File: config.mk
export PLATFORM = sky130hd
export DESIGN_NAME = qrw_top
export DESIGN_NICKNAME = d
export VERILOG_FILES = /design/src/qrw_pkg.sv /design/src/qrw_top.sv /design/src/qrw_fifo.sv
export SDC_FILE = /design/constraint.sdc
export NUM_CORES = 1
export LEC_CHECK = 0
export BUFFER_PORTS_ARGS = -buffer_cell sky130_fd_sc_hd__buf_2
export CAP_MARGIN = 20
export CORE_ASPECT_RATIO = 2
export CORE_MARGIN = 2
export CORE_UTILIZATION = 40
export CTS_CLUSTER_DIAMETER = 80
export CTS_CLUSTER_SIZE = 8
export DETAILED_ROUTE_END_ITERATION = 7
export PLACE_DENSITY = 0.59
export SLEW_MARGIN = 20
export SYNTH_ARGS = -nofsm -noshare
export SYNTH_HDL_FRONTEND = slang
export SYNTH_SLANG_ARGS = --single-unit
File: constraint.sdc
create_clock -name core_clk -period 7.5 [get_ports core_clk]
set_input_delay 1.875 -clock core_clk [delete_from_list [all_inputs] [get_ports core_clk]]
set_output_delay 1.875 -clock core_clk [all_outputs]
set_load 0.005 [all_outputs]
File: src/qrw_pkg.sv
// Package with command codes, field positions and timing constants of the quad command block
package qrw_pkg;
	localparam logic [7:0] CMD_QUAD_READ     = 8'hEB;
	localparam logic [7:0] CMD_SET_WRAP      = 8'h77;
	localparam logic [7:0] CMD_RESET_ENABLE  = 8'h66;
	localparam logic [7:0] CMD_RESET         = 8'h99;
	localparam logic [7:0] CMD_POWER_DOWN    = 8'hB9;
	localparam logic [7:0] CMD_RELEASE_PD    = 8'hAB;
	localparam logic [1:0] CONT_KEEP         = 2'h2;
	localparam int         CONT_LO           = 4;
	localparam int         WRAP_LO           = 4;
	localparam logic [2:0] WRAP_RESET        = 3'h1;
	localparam logic [5:0] OPC_BITS          = 6'h08;
	localparam logic [5:0] ADDR_NIB          = 6'h06;
	localparam logic [5:0] MODE_NIB          = 6'h02;
	localparam logic [5:0] DUMMY_NIB         = 6'h04;
	localparam logic [5:0] WRAP_DUMMY_NIB    = 6'h06;
	localparam logic [5:0] WRAP_BYTE_NIB     = 6'h02;
	localparam int         CLK_NS            = 25;
	localparam int         PD_ENTRY_NS       = 3000;
	localparam int         PD_EXIT_NS        = 8000;
	localparam int         PD_ENTRY_CYC      = (PD_ENTRY_NS + CLK_NS - 1) / CLK_NS;
	localparam int         PD_EXIT_CYC       = (PD_EXIT_NS + CLK_NS - 1) / CLK_NS;
	localparam logic [8:0] PD_ENTRY_CNT      = 9'(PD_ENTRY_CYC);
	localparam logic [8:0] PD_EXIT_CNT       = 9'(PD_EXIT_CYC);
	localparam int         FIFO_W            = 24;
	localparam int         FIFO_D            = 16;
	typedef enum logic [6:0]
	{
		ST_OPC   = 7'h01,
		ST_ADDR  = 7'h02,
		ST_MODE  = 7'h04,
		ST_DUMMY = 7'h08,
		ST_DATA  = 7'h10,
		ST_WRAP  = 7'h20,
		ST_IGN   = 7'h40
	} qrw_state_t;
endpackage

File: src/qrw_top.sv
// Quad read, burst wrap, software reset and deep power-down command handling
// Behaviour
// - Quad read: address, mode byte, four dummy clocks
// - Low mode nibble is ignored
// - Field 10 skips opcode on next read
// - Other field values need opcode again
// - Reset ignored while continuous read active
// - Wrapped output loops within aligned section
// - Wrap command: opcode, 24 dummy, wrap byte
// - Only wrap bits six to four stored
// - Disable zero wraps 8/16/32/64 bytes
// - Wrap setting persists until next wrap command or accepted reset
// - Quad commands outside continuous read need quad enable set
// - Wrapping disabled at power-on
// - Accepted reset restores volatile defaults
// - Reset ignored while powered down
// - Reset needs enable immediately before
// - Any other command outside power-down disarms reset
// - Power-down needs select rise after bit eight
// - Powered down: only release recognized
// - Power-up never starts powered down
`timescale 1ns/10ps
module qrw_top (
	input  wire logic        core_clk,
	input  wire logic        rst_n,
	input  wire logic        spi_clk,
	input  wire logic        spi_cs_n,
	input  wire logic [3:0]  quad_io_in,
	output logic      [3:0]  quad_io_out,
	output logic      [3:0]  quad_io_oe,
	input  wire logic        quad_enable,
	output logic             rd_req_valid,
	input  wire logic        rd_req_ready,
	output logic      [23:0] rd_req_addr,
	input  wire logic [7:0]  rd_data,
	output logic      [2:0]  wrap_bits,
	output logic             cont_mode,
	output logic             power_down,
	output logic             soft_reset
);
	logic [2:0]  clk_s_ff;
	logic [1:0]  cs_s_ff;
	logic [7:0]  io_s_ff;
	logic        rise;
	logic        fall;
	logic        cs_n;
	logic [3:0]  io;
	logic        cs_fall;
	logic        cs_rise;
	qrw_pkg::qrw_state_t st_ff;
	logic [5:0]  cnt_ff;
	logic [7:0]  sh_ff;
	logic [23:0] addr_ff;
	logic        nib_ff;
	logic        cont_ff;
	logic        rst_arm_ff;
	logic        pd_ff;
	logic        pd_pend_ff;
	logic        rel_pend_ff;
	logic [8:0]  dly_ff;
	logic [2:0]  wrap_ff;
	logic        opc_ok_ff;
	logic [7:0]  opc_ff;
	logic [3:0]  out_ff;
	logic        oe_ff;
	logic        srst_ff;
	logic        req_ff;
	logic        fifo_ready;
	logic        ev_opc;
	logic [7:0]  opc_now;

	// Pin synchronisers, second stage onward feed logic
	always_ff @(posedge core_clk)
	begin
		if (!rst_n)
		begin
			clk_s_ff <= '0;
			cs_s_ff  <= 2'h3;
			io_s_ff  <= '0;
		end
		else
		begin
			clk_s_ff <= {clk_s_ff[1:0], spi_clk};
			cs_s_ff  <= {cs_s_ff[0], spi_cs_n};
			io_s_ff  <= {io_s_ff[3:0], quad_io_in};
		end
	end
	assign rise    = clk_s_ff[1] && !clk_s_ff[2] && !cs_n;
	assign fall    = !clk_s_ff[1] && clk_s_ff[2] && !cs_n;
	assign cs_n    = cs_s_ff[1];
	assign io      = io_s_ff[7:4];
	assign opc_now = {sh_ff[6:0], io[0]};
	assign ev_opc  = rise && st_ff == qrw_pkg::ST_OPC && cnt_ff == qrw_pkg::OPC_BITS - 6'h01;

	logic cs_d_ff;
	always_ff @(posedge core_clk)
	begin
		if (!rst_n)
			cs_d_ff <= 1'b1;
		else
			cs_d_ff <= cs_n;
	end
	assign cs_fall = cs_d_ff && !cs_n;
	assign cs_rise = !cs_d_ff && cs_n;

	// Command framing state machine
	always_ff @(posedge core_clk)
	begin
		if (!rst_n || srst_ff)
		begin
			st_ff   <= qrw_pkg::ST_OPC;
			cnt_ff  <= '0;
			sh_ff   <= '0;
			addr_ff <= '0;
			opc_ff  <= '0;
			nib_ff  <= 1'b0;
		end
		else if (cs_fall)
		begin
			cnt_ff <= '0;
			nib_ff <= 1'b0;
			st_ff  <= (cont_ff && !pd_ff) ? qrw_pkg::ST_ADDR : qrw_pkg::ST_OPC;
			opc_ff <= (cont_ff && !pd_ff) ? qrw_pkg::CMD_QUAD_READ : 8'h00;
		end
		else if (rise)
		begin
			cnt_ff <= cnt_ff + 6'h01;
			case (st_ff)
				qrw_pkg::ST_OPC:
				begin
					sh_ff <= opc_now;
					if (ev_opc)
					begin
						cnt_ff <= '0;
						opc_ff <= opc_now;
						if (pd_ff)
							st_ff <= qrw_pkg::ST_IGN;
						else if (opc_now == qrw_pkg::CMD_QUAD_READ && quad_enable)
							st_ff <= qrw_pkg::ST_ADDR;
						else if (opc_now == qrw_pkg::CMD_SET_WRAP && quad_enable)
							st_ff <= qrw_pkg::ST_WRAP;
						else
							st_ff <= qrw_pkg::ST_IGN;
					end
				end
				qrw_pkg::ST_ADDR:
				begin
					addr_ff <= {addr_ff[19:0], io};
					if (cnt_ff == qrw_pkg::ADDR_NIB - 6'h01)
					begin
						cnt_ff <= '0;
						st_ff  <= qrw_pkg::ST_MODE;
					end
				end
				qrw_pkg::ST_MODE:
				begin
					sh_ff <= {sh_ff[3:0], io};
					if (cnt_ff == qrw_pkg::MODE_NIB - 6'h01)
					begin
						cnt_ff <= '0;
						st_ff  <= qrw_pkg::ST_DUMMY;
					end
				end
				qrw_pkg::ST_DUMMY:
					if (cnt_ff == qrw_pkg::DUMMY_NIB - 6'h01)
					begin
						cnt_ff <= '0;
						st_ff  <= qrw_pkg::ST_DATA;
					end
				qrw_pkg::ST_DATA:
				begin
					nib_ff <= !nib_ff;
					if (nib_ff)
						addr_ff <= next_addr(addr_ff, wrap_ff);
				end
				qrw_pkg::ST_WRAP:
				begin
					sh_ff <= {sh_ff[3:0], io};
					if (cnt_ff == qrw_pkg::WRAP_DUMMY_NIB + qrw_pkg::WRAP_BYTE_NIB - 6'h01)
						st_ff <= qrw_pkg::ST_IGN;
				end
				qrw_pkg::ST_IGN:
					if (&cnt_ff)
						cnt_ff <= cnt_ff;
				default:
					st_ff <= qrw_pkg::ST_IGN;
			endcase
		end
	end

	// Wrap address step: with wrap enabled only bits inside the section move
	function automatic logic [23:0] next_addr(input logic [23:0] a, input logic [2:0] w);
		logic [23:0] m;
		logic [23:0] inc;
		m = 24'h000007;
		case (w[2:1])
			2'h0: m = 24'h000007;
			2'h1: m = 24'h00000F;
			2'h2: m = 24'h00001F;
			default: m = 24'h00003F;
		endcase
		inc = a + 24'h000001;
		if (w[0])
			next_addr = inc;
		else
			next_addr = (a & ~m) | (inc & m);
	endfunction

	// Continuous read mode latch
	always_ff @(posedge core_clk)
	begin
		if (!rst_n)
			cont_ff <= 1'b0;
		else if (rise && st_ff == qrw_pkg::ST_MODE && cnt_ff == qrw_pkg::MODE_NIB - 6'h01)
			cont_ff <= sh_ff[1:0] == qrw_pkg::CONT_KEEP;
		else if (ev_opc)
			cont_ff <= 1'b0;
	end

	// Wrap setting register
	always_ff @(posedge core_clk)
	begin
		if (!rst_n || srst_ff)
			wrap_ff <= qrw_pkg::WRAP_RESET;
		else if (rise && st_ff == qrw_pkg::ST_WRAP
			&& cnt_ff == qrw_pkg::WRAP_DUMMY_NIB + qrw_pkg::WRAP_BYTE_NIB - 6'h01)
			wrap_ff <= sh_ff[2:0];
	end

	// Reset arming and power-down control on chip select rise
	always_ff @(posedge core_clk)
	begin
		if (!rst_n)
		begin
			rst_arm_ff  <= 1'b0;
			srst_ff     <= 1'b0;
			pd_ff       <= 1'b0;
			pd_pend_ff  <= 1'b0;
			rel_pend_ff <= 1'b0;
			dly_ff      <= '0;
		end
		else
		begin
			srst_ff <= 1'b0;
			if (cs_rise && st_ff == qrw_pkg::ST_IGN && cnt_ff == '0)
			begin
				if (pd_ff)
				begin
					if (opc_ff == qrw_pkg::CMD_RELEASE_PD)
					begin
						rel_pend_ff <= 1'b1;
						dly_ff      <= qrw_pkg::PD_EXIT_CNT;
					end
				end
				else if (!cont_ff)
				begin
					rst_arm_ff <= opc_ff == qrw_pkg::CMD_RESET_ENABLE;
					if (opc_ff == qrw_pkg::CMD_RESET && rst_arm_ff)
						srst_ff <= 1'b1;
					if (opc_ff == qrw_pkg::CMD_POWER_DOWN)
					begin
						pd_pend_ff <= 1'b1;
						dly_ff     <= qrw_pkg::PD_ENTRY_CNT;
					end
				end
			end
			else if (cs_rise && !pd_ff)
				rst_arm_ff <= 1'b0;
			if (pd_pend_ff || rel_pend_ff)
			begin
				if (dly_ff != '0)
					dly_ff <= dly_ff - 9'h001;
				else
				begin
					pd_ff       <= pd_pend_ff;
					pd_pend_ff  <= 1'b0;
					rel_pend_ff <= 1'b0;
				end
			end
		end
	end

	// Read request path and output shifter
	always_ff @(posedge core_clk)
	begin
		if (!rst_n)
			req_ff <= 1'b0;
		else
			req_ff <= !cs_n && st_ff == qrw_pkg::ST_DATA && !nib_ff && rise;
	end

	qrw_fifo #(.W(qrw_pkg::FIFO_W), .D(qrw_pkg::FIFO_D)) u_req_fifo (
		.core_clk  (core_clk),
		.rst_n     (rst_n),
		.in_valid  (req_ff),
		.in_ready  (fifo_ready),
		.in_data   (addr_ff),
		.out_valid (rd_req_valid),
		.out_ready (rd_req_ready),
		.out_data  (rd_req_addr)
	);

	always_ff @(posedge core_clk)
	begin
		if (!rst_n)
		begin
			out_ff <= '0;
			oe_ff  <= 1'b0;
		end
		else if (cs_n)
			oe_ff <= 1'b0;
		else if (fall && st_ff == qrw_pkg::ST_DATA)
		begin
			oe_ff  <= 1'b1;
			out_ff <= nib_ff ? rd_data[3:0] : rd_data[7:4];
		end
	end

	assign quad_io_out = out_ff;
	assign quad_io_oe  = {4{oe_ff}};
	assign wrap_bits   = wrap_ff;
	assign cont_mode   = cont_ff;
	assign power_down  = pd_ff;
	assign soft_reset  = srst_ff;

	a_wrap_reset: assert property (@(posedge core_clk) disable iff (!rst_n)
		srst_ff |=> wrap_ff == qrw_pkg::WRAP_RESET)
		else $error("wrap bits not restored by reset");
	a_pd_blocks_cmd: assert property (@(posedge core_clk) disable iff (!rst_n)
		(ev_opc && pd_ff) |=> st_ff == qrw_pkg::ST_IGN)
		else $error("command taken in power-down");
	a_no_qe_quad: assert property (@(posedge core_clk) disable iff (!rst_n)
		(ev_opc && !quad_enable && !pd_ff) |=> st_ff == qrw_pkg::ST_IGN)
		else $error("quad command without quad enable");
	a_cont_no_reset: assert property (@(posedge core_clk) disable iff (!rst_n)
		cont_ff |=> !srst_ff)
		else $error("reset in continuous mode");
	a_pd_no_reset: assert property (@(posedge core_clk) disable iff (!rst_n)
		pd_ff |=> !srst_ff)
		else $error("reset while powered down");
	a_cont_skip_opc: assert property (@(posedge core_clk) disable iff (!rst_n)
		(cs_fall && cont_ff && !pd_ff) |=> st_ff == qrw_pkg::ST_ADDR)
		else $error("opcode not skipped");
	a_cont_need_opc: assert property (@(posedge core_clk) disable iff (!rst_n)
		(cs_fall && !cont_ff) |=> st_ff == qrw_pkg::ST_OPC)
		else $error("opcode phase missing");
	a_wrap_hold_hi: assert property (@(posedge core_clk) disable iff (!rst_n)
		(rise && st_ff == qrw_pkg::ST_DATA && nib_ff && !wrap_ff[0] && !cs_fall && !srst_ff)
		|=> addr_ff[23:6] == $past(addr_ff[23:6]))
		else $error("upper address moved in wrap");
	a_srst_needs_arm: assert property (@(posedge core_clk) disable iff (!rst_n)
		$rose(srst_ff) |-> $past(rst_arm_ff))
		else $error("reset without enable");
	a_req_no_drop: assert property (@(posedge core_clk) disable iff (!rst_n)
		req_ff |-> fifo_ready)
		else $error("read request dropped");
	c_cont_read: cover property (@(posedge core_clk) disable iff (!rst_n) cs_fall && cont_ff);
	c_wrap_set: cover property (@(posedge core_clk) disable iff (!rst_n) $changed(wrap_ff));
	c_soft_reset: cover property (@(posedge core_clk) disable iff (!rst_n) srst_ff);
	c_power_down: cover property (@(posedge core_clk) disable iff (!rst_n) $rose(pd_ff));
endmodule

File: src/qrw_fifo.sv
// FIFO of flip-flops with valid and ready on both sides
`timescale 1ns/10ps
module qrw_fifo #(
	parameter int W = 24,
	parameter int D = 16
)(
	input  wire logic         core_clk,
	input  wire logic         rst_n,
	input  wire logic         in_valid,
	output logic              in_ready,
	input  wire logic [W-1:0] in_data,
	output logic              out_valid,
	input  wire logic         out_ready,
	output logic      [W-1:0] out_data
);
	localparam int AW = $clog2(D);
	logic [W-1:0] mem_ff [D];
	logic [AW-1:0] wr_ff;
	logic [AW-1:0] rd_ff;
	logic [AW:0]   cnt_ff;
	logic          push;
	logic          pop;
	assign in_ready  = (cnt_ff != (AW+1)'(D));
	assign out_valid = (cnt_ff != '0);
	assign out_data  = mem_ff[rd_ff];
	assign push      = in_valid && in_ready;
	assign pop       = out_valid && out_ready;
	always_ff @(posedge core_clk)
	begin
		if (push)
			mem_ff[wr_ff] <= in_data;
	end
	always_ff @(posedge core_clk)
	begin
		if (!rst_n)
		begin
			wr_ff  <= '0;
			rd_ff  <= '0;
			cnt_ff <= '0;
		end
		else
		begin
			if (push)
				wr_ff <= wr_ff + AW'(1);
			if (pop)
				rd_ff <= rd_ff + AW'(1);
			if (push && !pop)
				cnt_ff <= cnt_ff + (AW+1)'(1);
			else if (pop && !push)
				cnt_ff <= cnt_ff - (AW+1)'(1);
		end
	end
endmodule

==> results of run 1 <==
state kept, by name, indices dropped and copies added, names as in the netlist, 2 cells and up, named ones only:
signal and cells:
u_req_fifo.mem_ff 384, u_req_fifo.cnt_ff 5, opc_ff 8, u_req_fifo.wr_ff 4, io_s_ff 8, addr_ff 21
sh_ff 7, dly_ff 9, cs_s_ff 2, st_ff 7, clk_s_ff 3, u_req_fifo.rd_ff 4
wrap_bits 3, cnt_ff 6, quad_io_out 4
worst paths after layout:
| check | slack (ps) | start | end | cells after the start |
|---|---|---|---|---|
| hold reg to reg | 400 | cs_s_ff[0] | cs_s_ff[1] | 1 |
| hold / removal | 400 | cs_s_ff[0] | cs_s_ff[1] | 1 |
| setup / recovery | 2290 | flop | rd_req_addr[7] | 4 |
| setup reg to reg | 4580 | u_req_fifo.cnt_ff[0] | u_req_fifo.cnt_ff[4] | 10 |
cell usage after synthesis (all sizes together), types with 13 or more instances:
cell    number
a211oi      16
nor3        39
clkbuf      51
mux2i       28
xor2        13
mux4       120
nand2       45
nor2        70
o21ai       30
a21oi       55
and2        17
edfxtp     384
buf         24
ha          14
dfxtp      108
nand3       26
inv         15
metrics by stage:
step                      hold slack, ps  utilization  cells  instance area [µm²]
final                                402        0.468   1990                23400
after floorplan                      386            -   1235                20200
after CTS                            403        0.468   1990                23400
after detailed placement             392        0.428   1892                21400
after global routing                 440        0.468   1990                23400
after global placement               400        0.426   1888                21300
layout make-up:
class,count,area (µm²)
clock buffer,93,1920
clock inverter,5,81.3
fill,4323,26600
inverter,15,56.3
multi-input combinational,653,6240
sequential,492,13700
tap,649,812
timing repair buffer,83,553
critical path: stages, from the launching register on:
cell                      delay (ps)
sky130_fd_sc_hd__dfxtp_4         990
sky130_fd_sc_hd__buf_12          420
sky130_fd_sc_hd__mux4_2          570
sky130_fd_sc_hd__mux4_2          500
sky130_fd_sc_hd__buf_2           170
power groups by stage:
| stage | Clock, µW | Combinational [µW] | Sequential (µW) |
|---|---|---|---|
| floorplan | 0 | 460 | 2990 |
| global placement | 0 | 506 | 3080 |
| detailed placement | 0 | 514 | 3080 |
| CTS | 2960 | 513 | 3030 |
| global route | 3050 | 543 | 3030 |
| finish | 2900 | 500 | 3020 |
cell families (layout without fill, tap and decap cells):
kind of cell,after synthesis,after routing,synth area share
compound gates,171,171,0.0564
xor+xnor,21,21,0.00911
fa+ha+maj,15,15,0.00966
buf+inv,90,196,0.0190
flops,492,492,0.678
mux,148,148,0.148
simple gates,298,298,0.0802
routing by layer:
layer,GRT usage,up-vias,part of all wire
li1,-,5088,-
met1,0.209,5978,0.37
met2,0.355,320,0.56
met3,0.0296,74,0.042
met4,0.0720,2,0.026
met5,0,-,0.00023
placed cells by master, fill, tap and decap left out, types with 6 or more instances in the layout:
master / netlist / final
sky130_fd_sc_hd__edfxtp_1: 384 / 384
sky130_fd_sc_hd__mux4_2: 120 / 120
sky130_fd_sc_hd__dfxtp_1: 108 / 105
sky130_fd_sc_hd__clkbuf_16: 0 / 73
sky130_fd_sc_hd__nor2_1: 70 / 58
sky130_fd_sc_hd__buf_2: 4 / 56
sky130_fd_sc_hd__a21oi_1: 55 / 55
sky130_fd_sc_hd__nand2_1: 45 / 45
sky130_fd_sc_hd__nor3_1: 38 / 34
sky130_fd_sc_hd__mux2i_1: 28 / 28
sky130_fd_sc_hd__o21ai_0: 27 / 27
sky130_fd_sc_hd__nand3_1: 26 / 26
sky130_fd_sc_hd__buf_4: 5 / 22
sky130_fd_sc_hd__clkbuf_1: 51 / 18
sky130_fd_sc_hd__and2_1: 17 / 17
sky130_fd_sc_hd__a211oi_1: 16 / 16
sky130_fd_sc_hd__inv_1: 15 / 15
sky130_fd_sc_hd__ha_1: 14 / 14
sky130_fd_sc_hd__xor2_1: 13 / 13
sky130_fd_sc_hd__nor2_4: 0 / 12
sky130_fd_sc_hd__nand2b_1: 12 / 11
sky130_fd_sc_hd__a21o_1: 11 / 11
sky130_fd_sc_hd__nand4_1: 11 / 11
sky130_fd_sc_hd__nor4_1: 10 / 10
sky130_fd_sc_hd__or3_1: 10 / 10
sky130_fd_sc_hd__and3_1: 9 / 9
sky130_fd_sc_hd__and4_1: 9 / 9
sky130_fd_sc_hd__a31oi_1: 9 / 9
sky130_fd_sc_hd__xnor2_1: 8 / 8
sky130_fd_sc_hd__nor2b_1: 7 / 7
sky130_fd_sc_hd__o21a_1: 6 / 6
==> results.py, run 1 <==
metrics = {
    "detailed_routing": {
        "vias_per_cell": 5.76,
        "ant_nets": 0,
        "routed_wl_mm": 48.1,
        "drc": 0,
        "drtPass1Iterations": 4,
        "drt_iter0_markers": 671,
        "drt-wirelength-per-cell_um": 24.1,
        "detailroute.via_count": 11500,
    },
    "placed_design": {
        "detailedPlace.worstSlack_ps": 2790,
        "routabilityCongestion": 0.817,
        "portBuffers": 56,
        "detailed_place_hpwl_mm": 28.6,
    },
    "layout": {
        "syn_to_final_growth_pct": 15.7,
        "antenna_cells": 0,
        "final_net_count": 1349,
        "drive_above_1_share": 0.240,
    },
    "floorplanning": {
        "floorplan.initialDensity": 0.405,
        "coreArea_um2": 49900,
        "ioPinCount": 57,
        "die_boundary_height_um": 322,
        "die_boundary_width_um": 163,
        "floorplan.die_area_um2": 52400,
        "rows": 116,
    },
    "clock_network": {
        "postCtsResizedCells": 0,
        "cts_tree": "built",
        "sinks_on_clock_net": 492,
        "cts-root-buf": "sky130_fd_sc_hd__clkbuf_16",
        "tritoncts.num_buffers": 71,
        "cts-hold-fix-buffers": 0,
        "h-tree-depth": 3,
        "cts.reportedPaths.clkPinSlew_ps": 50,
        "cts_setup_buffers": 0,
        "maximum_clock_insertion_buffer_count": 3,
        "worst_skew_pair.late_latency_ps": 590,
    },
    "power_and_ir_drop": {
        "post-layout-total-power_uw": 6420,
        "peakVddDrop_mv": 0.135,
        "power.sequential.fraction": 0.470,
        "switching_share": 0.219,
        "power.static_leakage_uw": 0.00759,
        "total_switching_power_uw": 1410,
        "p_comb_frac": 0.078,
        "p_clk_frac": 0.452,
        "cell_internal_pwr_uw": 5010,
        "power.density_cell_area_nw_per_um2": 275,
    },
    "synthesis": {
        "async_reset_ff_frac": 0,
        "ys_seq_elements": 492,
        "synth.top_cell.area_share": 0.571,
        "dominant_cells_by_area_after_synthesis": "sky130_fd_sc_hd__edfxtp_1 (57%), sky130_fd_sc_hd__mux4_2 (13%), sky130_fd_sc_hd__dfxtp_1 (11%), sky130_fd_sc_hd__mux2i_1 (1.4%), sky130_fd_sc_hd__a21oi_1 (1.4%)",
        "mappedNetlistArea_um2": 20200,
        "synth_enable_flop_cells": 384,
        "postSynthNetCount": 1268,
        "synth_cell_type_count": 73,
        "cell_type_contributing_the_most_total_cell_area_after_synthesis": "sky130_fd_sc_hd__edfxtp_1",
        "yosysSeqAreaShare": 0.678,
        "synthesis.yosys.warnings": 0,
        "syn-mean-instance-area_um2": 16.4,
        "syn-instance-count": 1235,
        "synth_top_flop_cell": "sky130_fd_sc_hd__edfxtp_1",
    },
    "setup_path": {
        "cp-start-kind": "flop",
        "crit_fanout": 51,
        "cp.arrival_ps": 3330,
        "cp_data_required_time_ps": 5620,
        "worstSetupEndpointType": "output port",
        "worstSetupPathType": "flop to output port",
    },
    "sta": {
        "fin_ws_ps": 2290,
        "finalCritPeriodShare": 0.695,
        "finalSetupViolCount": 0,
        "timing_max_transition_violations_final": 0,
        "timing_worst_slew_pin_value_ps": 1160,
        "final.setup_skew_ps": 19.0,
        "clock.fmax_mhz": 192,
        "setup_tns_ps": 0,
        "rsz0062_at_grt": "false",
        "timing.slew.headroom": 0.227,
        "hold_violations": 0,
        "post-route-min-period_ps": 5210,
    },
    "global_routing": {
        "antenna_found_initial": 1,
        "grt_max_degree": 55,
        "first_global_vias": 12000,
        "grt_first_pass_wirelength_mm": 73.0,
        "grt_overflow_total": 0,
        "gr-usage-all-layers": 0.188,
    },
    "flow_run": {
        "timing.max_cap.violations": 0,
    },
    "status": {
        "outcome": "completed",
    },
    "min_path": {
        "hold_class": "flop to flop",
    },
}
Note: power is estimated with default switching activity, not from simulation.
==> run 2: changes to the inputs <==
- PLACE_DENSITY: 0.59 -> 0.61
- clock period: 7.5 -> 4.25 ns (I/O delays scaled with it)
==> run 2 against run 1 <==
  * Clock power is 80% higher
  * Setup slack worse by 2000 ps
  * Sequential power is 74% higher
  * Global-route usage is 0.12 points lower
  * Routed wire length is 0.69% lower
  * Register-to-register slack worse by 3400 ps
  * Flip-flop and latch count stayed put
  * Utilization is 0.18 points higher
  * Total power is 79% higher
  * Non-clock buffer count is 11 higher
==> results.py, run 2 (synthesized netlist as in run 1, its figures left out) <==
metrics = {
    "status": {
        "outcome": "completed",
    },
    "detailed_routing": {
        "drt_iter0_markers": 848,
        "drt-wirelength-per-cell_um": 23.7,
        "drc": 0,
        "routed_wl_mm": 47.7,
        "vias_per_cell": 5.72,
        "drtPass1Iterations": 6,
        "ant_nets": 0,
        "detailroute.via_count": 11500,
    },
    "flow_run": {
        "timing.max_cap.violations": 0,
    },
    "setup_path": {
        "cpPeakStageDelay_ps": 570,
        "crit_fanout": 18,
        "cp.depth": 4,
        "cp.arrival_ps": 2860,
        "reg2reg_from": "u_req_fifo.cnt_ff[0]",
        "timing.critical_path.mode_cell": "sky130_fd_sc_hd__mux4_2",
        "reg2reg_depth": 11,
        "cpMaxStageDelayCell": "sky130_fd_sc_hd__dfxtp_4",
        "endpoint_of_the_worst_slack_reg_to_reg_timing_path": "u_req_fifo.cnt_ff[4]",
        "critical_path_buf_inv_count": 2,
        "crit_path_end": "rd_req_addr[22]",
        "cp_data_required_time_ps": 3190,
        "setup.reg_to_reg.worst_slack_ps": 1220,
        "cp-start-kind": "flop",
        "worstSetupEndpointType": "output port",
        "cp_top_family": "multiplexers",
        "cp_cell_sequence": "buf_4 > mux4_2 > mux4_2 > buf_2",
        "worstSetupPathType": "flop to output port",
    },
    "clock_network": {
        "cts.reportedPaths.clkPinSlew_ps": 50,
        "worst_skew_pair.late_latency_ps": 580,
        "h-tree-depth": 3,
        "cts_tree": "built",
        "cts-hold-fix-buffers": 0,
        "cts_setup_buffers": 0,
        "cts-root-buf": "sky130_fd_sc_hd__clkbuf_16",
        "sinks_on_clock_net": 492,
        "postCtsResizedCells": 0,
        "maximum_clock_insertion_buffer_count": 3,
        "tritoncts.num_buffers": 71,
    },
    "sta": {
        "setup_tns_ps": 0,
        "final.setup_skew_ps": 20.5,
        "rsz0062_at_grt": "false",
        "timing_max_transition_violations_final": 0,
        "timing_worst_slew_pin_value_ps": 1120,
        "clock.fmax_mhz": 255,
        "worst_hold_slack_ps": 403,
        "hold_violations": 0,
        "timing.slew.headroom": 0.255,
        "fin_ws_ps": 330,
        "finalCritPeriodShare": 0.922,
        "finalSetupViolCount": 0,
        "post-route-min-period_ps": 3920,
    },
    "floorplanning": {
        "die_boundary_width_um": 163,
        "die_boundary_height_um": 322,
        "ioPinCount": 57,
        "floorplan.initialDensity": 0.405,
        "floorplan.die_area_um2": 52400,
        "rows": 116,
        "coreArea_um2": 49900,
    },
    "layout": {
        "final_net_count": 1360,
        "biggestRegsByFlops": "u_req_fifo.mem_ff x384, addr_ff x21, dly_ff x9",
        "mostFrequentLayoutCells": "sky130_fd_sc_hd__edfxtp_1 (384), sky130_fd_sc_hd__mux4_2 (120), sky130_fd_sc_hd__dfxtp_1 (105)",
        "largest_register_by_flop_count": "u_req_fifo.mem_ff",
        "instances_no_fill": 2013,
        "antenna_cells": 0,
        "layout_commonest_cell": "sky130_fd_sc_hd__edfxtp_1",
        "multiInputGateArea_um2": 6240,
        "largest_register_ffs": 384,
        "syn_to_final_growth_pct": 16.1,
        "final-seq-area_um2": 13700,
        "nFillCells": 4286,
        "drive_above_1_share": 0.243,
        "finish.instance_area_um2": 23500,
    },
    "placed_design": {
        "placed_area_um2": 21400,
        "portBuffers": 56,
        "routabilityCongestion": 0.868,
        "detailed_place_hpwl_mm": 28.9,
        "dp_cell_count": 1903,
        "detailedPlace.worstSlack_ps": 874,
    },
    "power_and_ir_drop": {
        "peakVddDrop_mv": 0.314,
        "power.static_leakage_uw": 0.00739,
        "power.density_cell_area_nw_per_um2": 489,
    },
    "min_path": {
        "hold_class": "flop to flop",
        "hold-path-cell-count": 1,
    },
    "global_routing": {
        "grt_max_degree": 47,
        "grt_first_pass_wirelength_mm": 72.9,
        "antenna_found_initial": 1,
        "grt_overflow_total": 0,
        "first_global_vias": 12000,
        "gr-usage-all-layers": 0.187,
    },
}
==> run 2: cell types whose count changed in the layout (fill, tap and decap cells not counted), sizes merged <==
cell,previous run,this run
clkbuf,93,104
bufinv,0,1
buf,83,94
==> run 2: worst min-delay path by stage <==
stage	startpoint	to	slack, ps
2_1_floorplan	cs_s_ff[0]	cs_s_ff[1]	390
3_3_place_gp	cs_s_ff[0]	cs_s_ff[1]	400
3_5_place_dp	cs_s_ff[0]	cs_s_ff[1]	400
4_1_cts	cs_s_ff[0]	cs_s_ff[1]	410
5_1_grt	cs_s_ff[0]	cs_s_ff[1]	430
6_report	cs_s_ff[0]	cs_s_ff[1]	400
==> run 2: power by group <==
group          switching [µW]  total [µW]  internal, µW
combinational             429         987           558
sequential               97.3        5260          5170
clock                    2010        5220          3210
total                    2540       11500          8930
==> run 2: area by class of cell <==
type / count / area share
flip-flops and latches: 492 / 0.584
multi-input cells: 653 / 0.266
clock buffers: 104 / 0.0828
well taps: 649 / 0.0346
repair buffers: 94 / 0.0252
clock inverters: 6 / 0.00485
inverters: 15 / 0.00240
==> run 2: worst register-to-register path, cell delays in order (launching register included) <==
cell and delay (ps):
sky130_fd_sc_hd__dfxtp_1 350, sky130_fd_sc_hd__nor4_1 460, sky130_fd_sc_hd__nand2b_1 230, sky130_fd_sc_hd__nand2_1 230, sky130_fd_sc_hd__ha_1 220, sky130_fd_sc_hd__inv_1 110
sky130_fd_sc_hd__fa_1 470, sky130_fd_sc_hd__a21o_1 180, sky130_fd_sc_hd__a21oi_1 180, sky130_fd_sc_hd__xnor2_1 90, sky130_fd_sc_hd__or3_1 300, sky130_fd_sc_hd__a21oi_1 140
==> run 2: per-stage QoR <==
stage	util	power [µW]
floorplan	-	6090
global placement	0.429	6360
detailed placement	0.429	6380
CTS	0.470	11600
global route	0.470	11900
finish	0.470	11500
==> run 2: per-layer routing <==
metal | track usage | up-vias | wire length, µm
met4 | 0.0704 | 2 | 1220
met2 | 0.349 | 312 | 26300
met5 | 0 | - | 7
met3 | 0.0256 | 91 | 1710
met1 | 0.214 | 5983 | 18500
li1 | - | 5125 | -
